==> config.mk <==
export PLATFORM = sky130hd
export DESIGN_NAME = btg_top
export DESIGN_NICKNAME = d
export VERILOG_FILES = /design/src/verilog/btg_pkg.sv /design/src/verilog/btg_tone_if.sv /design/src/verilog/btg_tone_gen.sv /design/src/verilog/btg_top.sv
export VERILOG_INCLUDE_DIRS = /design/src /design/src/verilog
export SDC_FILE = /design/constraint.sdc
export NUM_CORES = 1
export LEC_CHECK = 0
export BUFFER_PORTS_ARGS = -buffer_cell sky130_fd_sc_hd__buf_4
export CELL_PAD_IN_SITES_DETAIL_PLACEMENT = 1
export CELL_PAD_IN_SITES_GLOBAL_PLACEMENT = 1
export CORE_UTILIZATION = 38
export CTS_BUF_LIST = sky130_fd_sc_hd__clkbuf_8
export CTS_CLUSTER_DIAMETER = 80
export CTS_CLUSTER_SIZE = 40
export DETAILED_ROUTE_END_ITERATION = 8
export GPL_TIMING_DRIVEN = 1
export PLACE_DENSITY_LB_ADDON = 0.2
export SLEW_MARGIN = 25
export SYNTH_ARGS = -nofsm -noshare
export SYNTH_HDL_FRONTEND = slang
export SYNTH_HIERARCHICAL = 1
export SYNTH_SLANG_ARGS = --single-unit
==> constraint.sdc <==
create_clock -name sys_clk_in -period 2.41 [get_ports sys_clk_in]
set_input_delay 0.482 -clock sys_clk_in [delete_from_list [all_inputs] [get_ports sys_clk_in]]
set_output_delay 0.482 -clock sys_clk_in [all_outputs]
set_load 0.02 [all_outputs]
==> src/verilog/btg_cfg.svh <==
// Offsets, field positions, reset values and timing figures of the tone generator
`ifndef BTG_CFG_SVH
`define BTG_CFG_SVH

// ----------------------------------------
// Register indices (byte address is index times four)
// ----------------------------------------
`define BTG_REG_CTRL_IDX      22'h00ff44
`define BTG_REG_PITCH_IDX     22'h00ff45

// ----------------------------------------
// tone_control field positions
// ----------------------------------------
`define BTG_CTRL_ENABLE_BIT   0
`define BTG_CTRL_DECAY_BIT    1
`define BTG_CTRL_RESTART_BIT  2
`define BTG_CTRL_STEP_BIT     3
`define BTG_CTRL_LEN_BIT      4
`define BTG_CTRL_TRIG_BIT     5
`define BTG_CTRL_ABORT_BIT    6

// ----------------------------------------
// tone_pitch_level field positions
// ----------------------------------------
`define BTG_PITCH_LSB         0
`define BTG_LEVEL_LSB         4

// ----------------------------------------
// Reset values
// ----------------------------------------
`define BTG_RST_BIT           1'b0
`define BTG_RST_CODE          3'h0

// ----------------------------------------
// Timing figures
// ----------------------------------------
`define BTG_TICK_HZ           256
`define BTG_HALVES_PER_TICK   256
`define BTG_BURST_LONG_US     125000
`define BTG_BURST_SHORT_US    31250
`define BTG_STEP_SLOW_US      125000
`define BTG_STEP_FAST_US      62500
`define BTG_US_PER_S          1000000
`define BTG_SYS_CLK_HZ        25000000
`define BTG_OSC_HALF_HZ       65536

`endif

==> src/verilog/btg_pkg.sv <==
// Shared types of the tone generator
`default_nettype none
package btg_pkg;
  typedef logic [2:0] btg_code_t;
  typedef logic [5:0] btg_halves_t;
  typedef logic [7:0] btg_byte_t;
endpackage
`default_nettype wire

==> src/verilog/btg_tone_if.sv <==
// Link between the control logic and the waveform generator
`default_nettype none
interface btg_tone_if;
  import btg_pkg::*;
  logic      half_en;
  btg_code_t pitch;
  btg_code_t level;
  logic      wave;
  modport gen (input half_en, input pitch, input level, output wave);
  modport ctl (output half_en, output pitch, output level, input wave);
endinterface
`default_nettype wire

==> src/verilog/btg_tone_gen.sv <==
// Square wave generator counting half oscillator periods
`default_nettype none
module btg_tone_gen
  import btg_pkg::*;
(
  input  wire logic sys_clk_in,
  input  wire logic rst_n_in,
  btg_tone_if.gen   tone
);
  btg_halves_t phase;
  btg_halves_t period;
  btg_halves_t high;
  logic [4:0]  base;
  logic [3:0]  num;

  // ----------------------------------------
  // Period and high time from pitch and level
  // ----------------------------------------
  // Base of 16, 20, 24 or 28 halves; upper pitch codes double it
  always_comb begin
    base   = 5'(5'd16 + {tone.pitch[1:0], 2'b00});
    num    = 4'((tone.pitch[1] ? 4'd12 : 4'd8) - {1'b0, tone.level});
    period = tone.pitch[2] ? {base, 1'b0} : {1'b0, base};
    high   = tone.pitch[2] ? {1'b0, num, 1'b0} : {2'b00, num};
  end

  // Phase counter in half oscillator periods
  always_ff @(posedge sys_clk_in or negedge rst_n_in) begin
    if (!rst_n_in) begin
      phase <= '0;
    end else if (tone.half_en) begin
      phase <= (phase >= period - 6'd1) ? '0 : phase + 6'd1;
    end
  end

  // Waveform high for the first part of each period
  always_ff @(posedge sys_clk_in or negedge rst_n_in) begin
    if (!rst_n_in) begin
      tone.wave <= 1'b0;
    end else begin
      tone.wave <= (phase < high);
    end
  end
endmodule
`default_nettype wire

==> src/verilog/btg_top.sv <==
// Buzzer tone generator with Wishbone registers, decay envelope and timed bursts
//
// Chosen here: the Wishbone interface to the registers.
`include "btg_cfg.svh"
`default_nettype none
module btg_top
  import btg_pkg::*;
#(
  parameter int ADR_W    = 24,
  parameter int HALF_DIV = `BTG_SYS_CLK_HZ / `BTG_OSC_HALF_HZ
) (
  input  wire logic             sys_clk_in,
  input  wire logic             rst_n_in,
  input  wire logic             wb_cyc_in,
  input  wire logic             wb_stb_in,
  input  wire logic             wb_we_in,
  input  wire logic [ADR_W-1:0] wb_adr_in,
  input  wire logic [3:0]       wb_sel_in,
  input  wire logic [31:0]      wb_dat_in,
  output logic      [31:0]      wb_dat_out,
  output logic                  wb_ack_out,
  output logic                  tone_pin_out
);
  // ----------------------------------------
  // Derived counts
  // ----------------------------------------
  localparam int BURST_LONG  = `BTG_BURST_LONG_US * `BTG_TICK_HZ / `BTG_US_PER_S;
  localparam int BURST_SHORT = `BTG_BURST_SHORT_US * `BTG_TICK_HZ / `BTG_US_PER_S;
  localparam int STEP_SLOW   = `BTG_STEP_SLOW_US * `BTG_TICK_HZ / `BTG_US_PER_S;
  localparam int STEP_FAST   = `BTG_STEP_FAST_US * `BTG_TICK_HZ / `BTG_US_PER_S;

  generate
    if (HALF_DIV < 1 || HALF_DIV > 65536 || ADR_W < 20 || ADR_W > 32) begin : g_bad
      $error("btg_top: unsupported HALF_DIV or ADR_W");
    end
  endgenerate

  btg_tone_if tone ();

  logic [15:0] half_cnt;
  logic [7:0]  halves;
  logic        tick_en;
  logic        tone_out_enable;
  logic        decay_enable;
  logic        decay_step_select;
  logic        burst_length_select;
  logic        burst_busy;
  logic        burst_on;
  logic [5:0]  burst_cnt;
  logic [5:0]  step_cnt;
  btg_code_t   pitch_select;
  btg_code_t   level_select;
  btg_code_t   env_level;
  logic        req;
  logic        wr;
  logic        hit_ctrl;
  logic        hit_pitch;
  logic        wr_ctrl;
  logic        trig_wr;
  logic        abort_wr;
  logic        restart_wr;
  btg_byte_t   rd_byte;

  // ----------------------------------------
  // Time base
  // ----------------------------------------
  // Half oscillator period enable and 256 Hz tick
  always_ff @(posedge sys_clk_in or negedge rst_n_in) begin
    if (!rst_n_in) begin
      half_cnt     <= '0;
      halves       <= '0;
      tone.half_en <= 1'b0;
      tick_en      <= 1'b0;
    end else begin
      tone.half_en <= 1'b0;
      tick_en      <= 1'b0;
      if (half_cnt >= 16'(HALF_DIV - 1)) begin
        half_cnt     <= '0;
        tone.half_en <= 1'b1;
        halves       <= halves + 8'd1;
        tick_en      <= (halves == 8'(`BTG_HALVES_PER_TICK - 1));
      end else begin
        half_cnt <= half_cnt + 16'd1;
      end
    end
  end

  // ----------------------------------------
  // Wishbone slave
  // ----------------------------------------
  // Writes land in the cycle that raises ack
  assign req        = wb_cyc_in & wb_stb_in & ~wb_ack_out;
  assign wr         = req & wb_we_in & wb_sel_in[0];
  assign hit_ctrl   = (wb_adr_in[ADR_W-1:2] == (ADR_W-2)'(`BTG_REG_CTRL_IDX));
  assign hit_pitch  = (wb_adr_in[ADR_W-1:2] == (ADR_W-2)'(`BTG_REG_PITCH_IDX));
  assign wr_ctrl    = wr & hit_ctrl;
  assign abort_wr   = wr_ctrl & wb_dat_in[`BTG_CTRL_ABORT_BIT];
  // Trigger honoured only with normal output off
  assign trig_wr    = wr_ctrl & wb_dat_in[`BTG_CTRL_TRIG_BIT]
                    & ~wb_dat_in[`BTG_CTRL_ENABLE_BIT];
  assign restart_wr = wr_ctrl & wb_dat_in[`BTG_CTRL_RESTART_BIT];

  // Read data, restart and abort bits and gaps read zero, trigger bit reads busy
  always_comb begin
    rd_byte = 8'h00;
    if (hit_ctrl) begin
      rd_byte = {2'b00, burst_busy, burst_length_select, decay_step_select,
                 1'b0, decay_enable, tone_out_enable};
    end else if (hit_pitch) begin
      rd_byte = {1'b0, level_select, 1'b0, pitch_select};
    end
  end

  // Ack one cycle after request, unmapped reads zero
  always_ff @(posedge sys_clk_in or negedge rst_n_in) begin
    if (!rst_n_in) begin
      wb_ack_out <= 1'b0;
      wb_dat_out <= 32'h0000_0000;
    end else begin
      wb_ack_out <= req;
      if (req) begin
        wb_dat_out <= {24'h00_0000, rd_byte};
      end
    end
  end

  // ----------------------------------------
  // Control registers
  // ----------------------------------------
  // Plain settings of tone_control
  always_ff @(posedge sys_clk_in or negedge rst_n_in) begin
    if (!rst_n_in) begin
      tone_out_enable     <= `BTG_RST_BIT;
      decay_step_select   <= `BTG_RST_BIT;
      burst_length_select <= `BTG_RST_BIT;
    end else if (wr_ctrl) begin
      tone_out_enable     <= wb_dat_in[`BTG_CTRL_ENABLE_BIT];
      decay_step_select   <= wb_dat_in[`BTG_CTRL_STEP_BIT];
      burst_length_select <= wb_dat_in[`BTG_CTRL_LEN_BIT];
    end
  end

  // Decay enable, cleared when a burst starts
  always_ff @(posedge sys_clk_in or negedge rst_n_in) begin
    if (!rst_n_in) begin
      decay_enable <= `BTG_RST_BIT;
    end else if (trig_wr & ~abort_wr) begin
      decay_enable <= 1'b0;
    end else if (wr_ctrl) begin
      decay_enable <= wb_dat_in[`BTG_CTRL_DECAY_BIT];
    end
  end

  // Pitch and level settings
  always_ff @(posedge sys_clk_in or negedge rst_n_in) begin
    if (!rst_n_in) begin
      pitch_select <= `BTG_RST_CODE;
      level_select <= `BTG_RST_CODE;
    end else if (wr & hit_pitch) begin
      pitch_select <= wb_dat_in[`BTG_PITCH_LSB +: 3];
      level_select <= wb_dat_in[`BTG_LEVEL_LSB +: 3];
    end
  end

  // ----------------------------------------
  // Timed burst
  // ----------------------------------------
  // Starts and ends on the 256 Hz tick, abort acts at once
  always_ff @(posedge sys_clk_in or negedge rst_n_in) begin
    if (!rst_n_in) begin
      burst_busy <= 1'b0;
      burst_on   <= 1'b0;
      burst_cnt  <= '0;
    end else if (abort_wr) begin
      burst_busy <= 1'b0;
      burst_on   <= 1'b0;
      burst_cnt  <= '0;
    end else if (trig_wr) begin
      burst_busy <= 1'b1;
      burst_cnt  <= burst_length_select_next();
    end else if (tick_en & burst_busy) begin
      if (!burst_on) begin
        burst_on <= 1'b1;
      end else if (burst_cnt <= 6'd1) begin
        burst_busy <= 1'b0;
        burst_on   <= 1'b0;
        burst_cnt  <= '0;
      end else begin
        burst_cnt <= burst_cnt - 6'd1;
      end
    end
  end

  // Length chosen by the value written with the trigger
  function automatic logic [5:0] burst_length_select_next();
    return wb_dat_in[`BTG_CTRL_LEN_BIT] ? 6'(BURST_LONG) : 6'(BURST_SHORT);
  endfunction

  // ----------------------------------------
  // Decay envelope
  // ----------------------------------------
  // Level climbs on each step, held at level 7
  always_ff @(posedge sys_clk_in or negedge rst_n_in) begin
    if (!rst_n_in) begin
      env_level <= 3'h0;
      step_cnt  <= '0;
    end else if (!tone_out_enable || !decay_enable || (restart_wr & decay_enable)) begin
      env_level <= 3'h0;
      step_cnt  <= '0;
    end else if (tick_en) begin
      if (step_cnt >= 6'((decay_step_select ? STEP_SLOW : STEP_FAST) - 1)) begin
        step_cnt <= '0;
        if (env_level != 3'h7) begin
          env_level <= env_level + 3'h1;
        end
      end else begin
        step_cnt <= step_cnt + 6'd1;
      end
    end
  end

  // ----------------------------------------
  // Waveform and pin
  // ----------------------------------------
  assign tone.pitch = pitch_select;
  assign tone.level = decay_enable ? env_level : level_select;

  btg_tone_gen u_gen (
    .sys_clk_in (sys_clk_in),
    .rst_n_in   (rst_n_in),
    .tone       (tone)
  );

  // Pin carries the wave only while output is on or a burst is running
  always_ff @(posedge sys_clk_in or negedge rst_n_in) begin
    if (!rst_n_in) begin
      tone_pin_out <= 1'b0;
    end else begin
      tone_pin_out <= tone.wave & (tone_out_enable | burst_on);
    end
  end
endmodule
`default_nettype wire
# Yosys cells after proc, flatten, opt, wreduce, memory -nomap -nowiden
# Cells that the tools add are included.
# word_totals
in_bits	65
wordCells	110
register_bits	70
# classes
n_reduce_logical	16
n_bitwise	18
n_eq_ne	5
muxes	36
add_sub_neg	10
magnitude_cmp	5
# op_table
operator	n
two-way mux 6 bit	12
equality test 22 x 16 -> 1 bit (second input constant)	2
two-way mux 3 bit	6
subtractor 6 x 1 -> 6 bit (second input constant)	3
adder 16 x 1 -> 16 bit (second input constant)	1
>= comparator 16 x 9 -> 1 bit (second input constant)	1
two-way mux 16 bit	1
bitwise AND 1 bit	14
two-way mux 1 bit	14
adder 6 x 1 -> 6 bit (second input constant)	2
>= comparator 6 bit	2
nonzero test 2 bit	5
nonzero test 3 bit	3
adder 8 x 1 -> 8 bit (second input constant)	1
equality test 8 bit (second input constant)	1
two-way mux 8 bit	1
two-way mux 7 bit	1
<= comparator 6 x 1 -> 1 bit (second input constant)	1
< comparator 6 bit	1
AND reduction 3 bit	2
adder 5 x 4 -> 5 bit (first input constant)	1
two-way mux 5 bit	1
AND reduction 2 bit	2
subtractor 4 x 3 -> 4 bit	1
other kinds (7)	11

# Longest topological paths before layout
# Gate-level depths: netlist (run 1).
# depth
ltp_word	10
ltp_mapped	11

# By module
# Netlist (run 1), hierarchy kept.
# modules_own_cells
mod	area_per_inst_um2	instances	cells_per_inst
btg_top	3098.0	1	287
btg_tone_gen	644.4	1	70

# Worst setup path after synthesis (run 1)
# OpenSTA, ideal clock, no wires.
# synth_timing
path_kind	input to register
start	input wb_adr_in[5]
end	register level_select[0]
cell_stages	6
required_ps	2285
path_buffers	1
slack_ps	34
t_arrival_ps	2251
path_cell_list	or4b_4 nor4_4 nand3_4 or3_1 buf_6 mux2_4
# synth_via
elab_chain_cells	2
# synth_rtl
item	line_no	text
start: declaration	btg_top.sv:17	input wire logic [ADR_W-1:0] wb_adr_in,
equality test 22 x 16 -> 1 bit	btg_top.sv:95	assign hit_pitch = (wb_adr_in[ADR_W-1:2] == (ADR_W-2)'(`BTG_REG_PITCH_IDX));
bitwise AND 1 bit	btg_top.sv:159	end else if (wr & hit_pitch) begin
end signal: assignment	btg_top.sv:158	level_select <= `BTG_RST_CODE;
end signal: assignment	btg_top.sv:161	level_select <= wb_dat_in[`BTG_LEVEL_LSB +: 3];
end: declaration	btg_top.sv:52	btg_code_t level_select;
# Every way passes these cells.
# A chain may end at the register's enable or synchronous reset.

# Final worst setup path (run 1)
# layout_timing
start	register decay_enable
end	register u_gen.tone.wave
# layout_via
elab_chain_cells	4
# layout_rtl
item	line_no	text
start: declaration	btg_top.sv:44	logic decay_enable;
start signal: assignment	btg_top.sv:146	decay_enable <= `BTG_RST_BIT;
start signal: assignment	btg_top.sv:150	decay_enable <= wb_dat_in[`BTG_CTRL_DECAY_BIT];
two-way mux 3 bit	btg_top.sv:226	assign tone.level = decay_enable ? env_level : level_select;
via tone.level[2]	btg_tone_if.sv:7	btg_code_t level;
subtractor 4 x 3 -> 4 bit	btg_tone_gen.sv:22	num = 4'((tone.pitch[1] ? 4'd12 : 4'd8) - {1'b0, tone.level});
two-way mux 5 bit	btg_tone_gen.sv:24	high = tone.pitch[2] ? {1'b0, num, 1'b0} : {2'b00, num};
< comparator 6 bit	btg_tone_gen.sv:41	tone.wave <= (phase < high);
end signal: assignment	btg_tone_gen.sv:41	
end: declaration	btg_tone_if.sv:9	modport gen (input half_en, input pitch, input level, output wave);
# The timed path passes the listed nets, and every way through them passes these cells.

==> metrics.txt, run 1 <==
status=finished clean; CP Data Required Time=2.69 ns; Power per Cell Area=roughly 630 nW/um2; die width=101 um; input/output buffers=43; Crit Path Class=flop to flop; CP arrival=2.56 ns; Final Slew Violations=0; H-tree levels=3; global-route wire length before repair=13.3 mm; antenna-violating nets left=0; Core Area=~9400 um2; synthesized area per cell=~10 um2; Die Area=between 10000 and 15000 um2; clock skew=0.0144 ns; Routed WL=between 7 and 8 mm; Tightest Hold Check Type=input pin to asynchronous set/reset pin; Die H=101 um; critical path, cell by cell=mux2_2 > inv_1 > ha_1 > a31o_2 > o21ai_1 > ha_1 > a21o_1 > a211oi_1 > o21a_1; Crit path depth=9; CTS buffer count=9; initial antenna violation count=0; RSZ-0062 raised after global routing=false; Gate Count Post-Synth=357; CTS tree=done; vias in the first global route=2830; clock root buffer master=clkbuf_8; Reg clk slew, reported paths=roughly 0.080 ns; Leak=2.08 nW; initial drt markers=52; Seq/Total Area, Yosys=0.461; Max Cap Viol=0; share of cells above drive strength 1=0.226; VDD IR-drop max=0.289 mV; Relative slew margins=0.414; Final Core Density=0.470; Starting Density=0.399; Detail Placement HPWL=5.77 mm; worst path bufs/invs=1; most numerous cell in the Yosys netlist=dfrtp_1; via count=between 2000 and 3000; routed len/inst=between 10 and 15 um; Max Clk Rate=439 MHz; crit path time final=2.28 ns; GRT overflow=0; Top FF cell, synth=dfrtp_1; most frequent CP cell=ha_1; critical path's slowest cell=dfrtp_1; #FFs+latches synth=69; DR pass1 iterations=4; CP max stage delay=roughly 0.38 ns; # DRC=0; FF-to-FF path depth=9; setup violators final=0; GPL Wtd Cong=approximately 0.73; Worst setup EP type=flop; Hold Slack=0.246 ns; Antenna Cells=0; Hold Vio Cnt, Final=0; CP delay by family, top=compound AO/OA/AOI/OAI gates; number of flops mapped to enable cells by yosys=0; largest net degree at the start of global routing=70; YS warnings=6; Bufs on Longest Clock Path=2; row count=35; Cell Area, Synth=3740 um2; FILL cells=1093; GRT Overall Usage=0.167; CP startpoint kind=flop; Slew @ Worst Pin=0.879 ns; Synth top cells by count=dfrtp_1 (69), nor2_1 (28), buf_4 (25); fin nets=507; Ports=99; Netlist cell types=slightly below 60; Crit Path Max Fanout=3; TNS Setup=0 ns; vias per inst=4.90; Final Cycle Share=0.945; Synth top area share=0.461; CTS Sinks=69; largest cells by area after synthesis=dfrtp_1 (46%), ha_1 (7.0%), buf_4 (5.0%), nor2_1 (2.8%), mux2i_1 (2.4%); Worst-Skew Late Latency=0.34 ns; area grow syn2layout=17.8%; ys async rst share=1.00; Yosys top cell by area=dfrtp_1
[final cells by class]
class / count / area (um2) / area share
sequential: 69 / 1730 / 0.392
multi-input combinational: 268 / 1830 / 0.416
tap: 129 / 161 / 0.0366
inverter: 17 / 63.8 / 0.0145
timing repair buffer: 56 / 433 / 0.0982
clock buffer: 10 / 138 / 0.0312
clock inverter: 5 / 52.6 / 0.0119
[cell usage in the layout, fill, tap and decap left out, drive strengths merged, types with 10 or more instances in the layout]
master / count
dfrtp: 69
buf: 56
conb: 32
nor2: 28
nand2: 21
ha: 21
inv: 18
o21ai: 18
a21oi: 15
mux2: 14
nand3: 12
nand4: 11
xnor2: 10
clkbuf: 10
[state kept, by name (all words and copies together) (netlist names), 3 cells and up]
signal        count
step_cnt          6
wb_dat_out        7
half_cnt         16
level_select      3
halves            8
pitch_select      3
env_level         3
burst_cnt         6
u_gen/phase       6
[routing by layer]
layer	track usage	vias up	routed length, um
met2	0.296	60	3840
met4	0.0680	0	111
li1	-	1325	-
met1	0.201	1322	3470
met3	0.0311	10	379
met5	0	-	0
[worst register-to-register path, delay by kind of cell, from the launching register on]
family,cells,cell delay (ns)
flops,1,0.38
buf+inv,1,0.06
fa+ha+maj,2,0.50
mux,1,0.34
compound gates,5,0.93
[report_power, final]
| group | switching [W] | leakage, nW | internal, W | total [W] |
|---|---|---|---|---|
| sequential | 0.000123 | 0.879 | 0.00127 | 0.00140 |
| clock | 0.000424 | 0.103 | 0.000495 | 0.000919 |
| combinational | 0.000257 | 1.10 | 0.000224 | 0.000481 |
[logic make-up (layout without fill, tap and decap cells)]
kind of cell,Yosys count,in the layout,share of synthesized area
adders and majority gates,21,21,0.0702
DFF,69,69,0.461
other,1,32,0.00100
and+or+nand+nor,120,120,0.184
muxes,23,23,0.0722
AOI/OAI and AO/OA,54,54,0.0893
xor gates and xnor gates,18,18,0.0421
buffers and inverters,51,88,0.0802
[metrics by stage]
stage	area (um2)	std cells	total power, W	setup slack, ns
CTS	4400	553	0.00284	0.0160
floorplan	3860	388	0.00175	0.0342
global route	4410	554	0.00297	0.0165
finish	4410	554	0.00280	0.132
detailed placement	4210	538	0.00190	-0.161
global placement	4210	538	0.00186	-0.143
[worst paths after layout]
path / startpoint / to / slack (ns)
worst max-delay path: decay_enable$_DFFE_PN0P_ / u_gen/tone.wave$_DFF_PN0_ / 0.13
worst min-delay path: rst_n_in / wb_dat_out[6]$_DFFE_PN0N_ / 0.25
worst max register to register: decay_enable$_DFFE_PN0P_ / u_gen/tone.wave$_DFF_PN0_ / 0.13
worst min register to register: u_gen/tone.wave$_DFF_PN0_ / tone_pin_out$_DFF_PN0_ / 0.48
max in group asynchronous: rst_n_in / env_level[1]$_DFFE_PN0P_ / 1.57
min in group sys_clk_in: wb_dat_in[1] / pitch_select[1]$_DFFE_PN0P_ / 0.37
[timing repair]
action,in CTS,in global routing
endpoints found under the setup margin,0,1
hold buffers,0,0
buffers inserted,0,1
resized for setup,0,1
endpoints found under the hold margin,0,0
Note: power is estimated with default switching activity, not from simulation.
==> run 2: changes to the inputs <==
Settings changed: BUFFER_PORTS_ARGS -buffer_cell sky130_fd_sc_hd__buf_4 to not set, CORE_UTILIZATION 38 to 45, DONT_BUFFER_PORTS set to 1, SYNTH_HIERARCHICAL 1 to not set.
==> metrics.txt, run 2 <==
status=finished with violations; failing checks=negative hold slack; via count=2638; # DRC=0; biggest regs=half_cnt: 16 flops, halves: 8 flops, wb_dat_out: 7 flops; #FFs+latches synth=69; Final Slew Violations=0; crit path time final=approximately 2.3 ns; VDD IR-drop max=around 0.46 mV; Hold Vio Cnt, Final=1; total power draw=about 0.0028 W; vias in the first global route=2706; number of flops mapped to enable cells by yosys=0; Post-Synth Simple-Gate Area=0.179; number of flip-flops in the largest register=16; YS warnings=0; switching share of power=0.291; CTS buffer count=9; share of cells above drive strength 1=0.144; Psw=0.000816 W; xor and xnor area share after synthesis=0.0422; Ports=around 100; Power per Cell Area=681 nW/um2; Max Cap Viol=0; Starting Density=0.473; Bufs on Longest Clock Path=2; clock root buffer master=clkbuf_8; Max Clk Rate=443 MHz; CTS tree=done; Die Area=8660 um2; Top FF cell, synth=dfrtp_1; Comb power frac=0.162; ys async rst share=1.00; GRT Overall Usage=0.188; largest family of logic cells by synthesized area=simple AND/OR/NAND/NOR gates; initial antenna violation count=0; GPL Wtd Cong=0.753; sequential share of power=0.499; post-synthesis mux area share=0.0653; Die H=between 90 and 100 um; Antenna Cells=0; Reg clk slew, reported paths=0.08 ns; critical path's slowest cell=or4_1; Synth top cells by count=dfrtp_1 (69), buf_4 (25), nand2_1 (23), nor2_1 (23), ha_1 (21); synthesized area per cell=10.4 um2; global-route wire length before repair=12.8 mm; Clock Power Share=0.339; largest net degree at the start of global routing=70; die width=93.1 um; internal power=0.00199 W; antenna-violating nets left=0; Worst-Skew Late Latency=0.34 ns; Tightest Hold Check Type=input pin to asynchronous set/reset pin; FILL cells=894; CP arrival=2.49 ns; Cell Area, Synth=3730 um2; largest cells by area after synthesis=dfrtp_1 (46%), ha_1 (7.0%), buf_4 (5.0%), mux2_2 (3.3%), mux2i_1 (3.2%); area grow syn2layout=10.2%; final setup margin=0.153 ns; Detail Placement HPWL=5.48 mm; Yosys top cell by area=dfrtp_1; initial drt markers=65; fin nets=469; Worst setup EP type=flop; TNS Setup=0 ns; area of the multi-input gates=around 1900 um2; critical path, cell by cell=or4b_1 > or4_1 > buf_4 > nor2_4 > nand4_4 > mux2_2; CTS Sinks=69; Netlist cell types=56; CP Data Required Time=2.64 ns; DR pass1 iterations=4; setup violators final=0; Layout Cells excl Fill=490; GRT overflow=0; compound-gate portion of the synthesized area=0.104; clock skew=0.00800 ns; Leak=1.83 nW; Routed WL=7.62 mm; Gate Count Post-Synth=358; Synth top area share=0.462; vias per inst=between 5 and 6; input/output buffers=0; Crit Path Max Fanout=6; Core Area=7890 um2; Synth Area in Adders=0.0704; commonest non-fill, non-tap cell in the layout=dfrtp_1; DP Worst Slack=-0.200 ns; Hold Slack=-0.00204 ns; FF/Latch Area=1730 um2; CP max stage delay=0.65 ns; CP startpoint kind=input pin; Slew @ Worst Pin=roughly 0.53 ns; Largest Register=half_cnt; Seq/Total Area, Yosys=0.462; Crit Path Class=input pin to flop; commonest non-fill, non-tap cells in the layout=dfrtp_1 (68), conb_1 (32), nand2_1 (23), nor2_1 (23), ha_1 (21); Relative slew margins=0.648; Final Cycle Share=0.937; most numerous cell in the Yosys netlist=dfrtp_1; H-tree levels=3; row count=32; routed len/inst=15.6 um; placed insts=around 470
## run 2: changes by cell type after synthesis, moves of 3 or more
cell	previous run	this run
mux2_2	8	11
mux2_4	6	0
mux2i_1	9	12
a21oi_1	15	19
inv_1	17	13
and3_1	5	8
nand2b_1	5	8
nor2_1	28	23
## run 2: cell families (layout without fill, tap and decap cells)
| family | after synthesis | count (layout) |
|---|---|---|
| AO/OA/AOI/OAI | 62 | 62 |
| XOR/XNOR | 18 | 18 |
| adder cells (fa/ha/maj) | 21 | 21 |
| buffers and inverters | 46 | 45 |
| flip-flops | 69 | 69 |
| multiplexers | 23 | 23 |
| other | 1 | 32 |
| AND/OR/NAND/NOR | 118 | 118 |
## run 2: layout make-up
cell class / count / share of cell area
repair buffers: 16 / 0.0371
clock inverters: 6 / 0.0152
multi-input cells: 274 / 0.451
clock buffers: 10 / 0.0335
well taps: 102 / 0.0310
inverters: 13 / 0.0119
flip-flops and latches: 69 / 0.420
## run 2: through the flow
stage          cell area (um2)   util  hold WS, ns
2_1_floorplan             3850      -        0.186
4_1_cts                   4090  0.519       0.0155
3_3_place_gp              3860  0.490        0.188
3_5_place_dp              3860  0.490        0.188
5_1_grt                   4110  0.521       0.0175
6_report                  4110  0.521     -0.00204
## run 2: worst paths after layout
path	from	endpoint	slack, ns	depth (start not counted)
setup / recovery	wb_adr_in[5]	level_select[1]$_DFFE_PN0P_	0.15	6
hold / removal	rst_n_in	wb_dat_out[2]$_DFFE_PN0N_	-0.002	1
setup reg to reg	decay_enable$_DFFE_PN0P_	u_gen.tone.wave$_DFF_PN0_	0.19	8
hold reg to reg	halves[7]$_DFFE_PN0N_	halves[7]$_DFFE_PN0N_	0.47	1
max in group asynchronous	rst_n_in	step_cnt[1]$_DFFE_PN0P_	2.09	1
min in group sys_clk_in	wb_dat_in[6]	burst_busy$_DFFE_PN0P_	0.22	1
## run 2: critical path, delay by kind of cell
family,cells,cell delay [ns]
simple gates,4,1.46
mux,1,0.32
buf+inv,1,0.22
## run 2: layer usage
metal	GRT usage	up-vias	wire, um
met2	0.328	52	3940
met4	0.0500	0	61
met5	0	-	0
li1	-	1264	-
met1	0.224	1316	3260
met3	0.0585	6	354
## run 2: timing repair
item,CTS,global route
endpoints found under the hold margin,69,0
hold buffers,1,0
gates resized for setup,1,5
cloned,0,0
pin swaps,0,0
buffers inserted,0,1
setup endpoints to repair,1,2
## run 2: power groups by stage
stage | sequential [W] | combinational, W | clock (W)
3_3_place_gp | 0.00141 | 0.000385 | 0
2_1_floorplan | 0.00139 | 0.000372 | 0
4_1_cts | 0.00140 | 0.000445 | 0.000979
3_5_place_dp | 0.00142 | 0.000413 | 0
5_1_grt | 0.00141 | 0.000521 | 0.00102
6_report | 0.00140 | 0.000453 | 0.000951
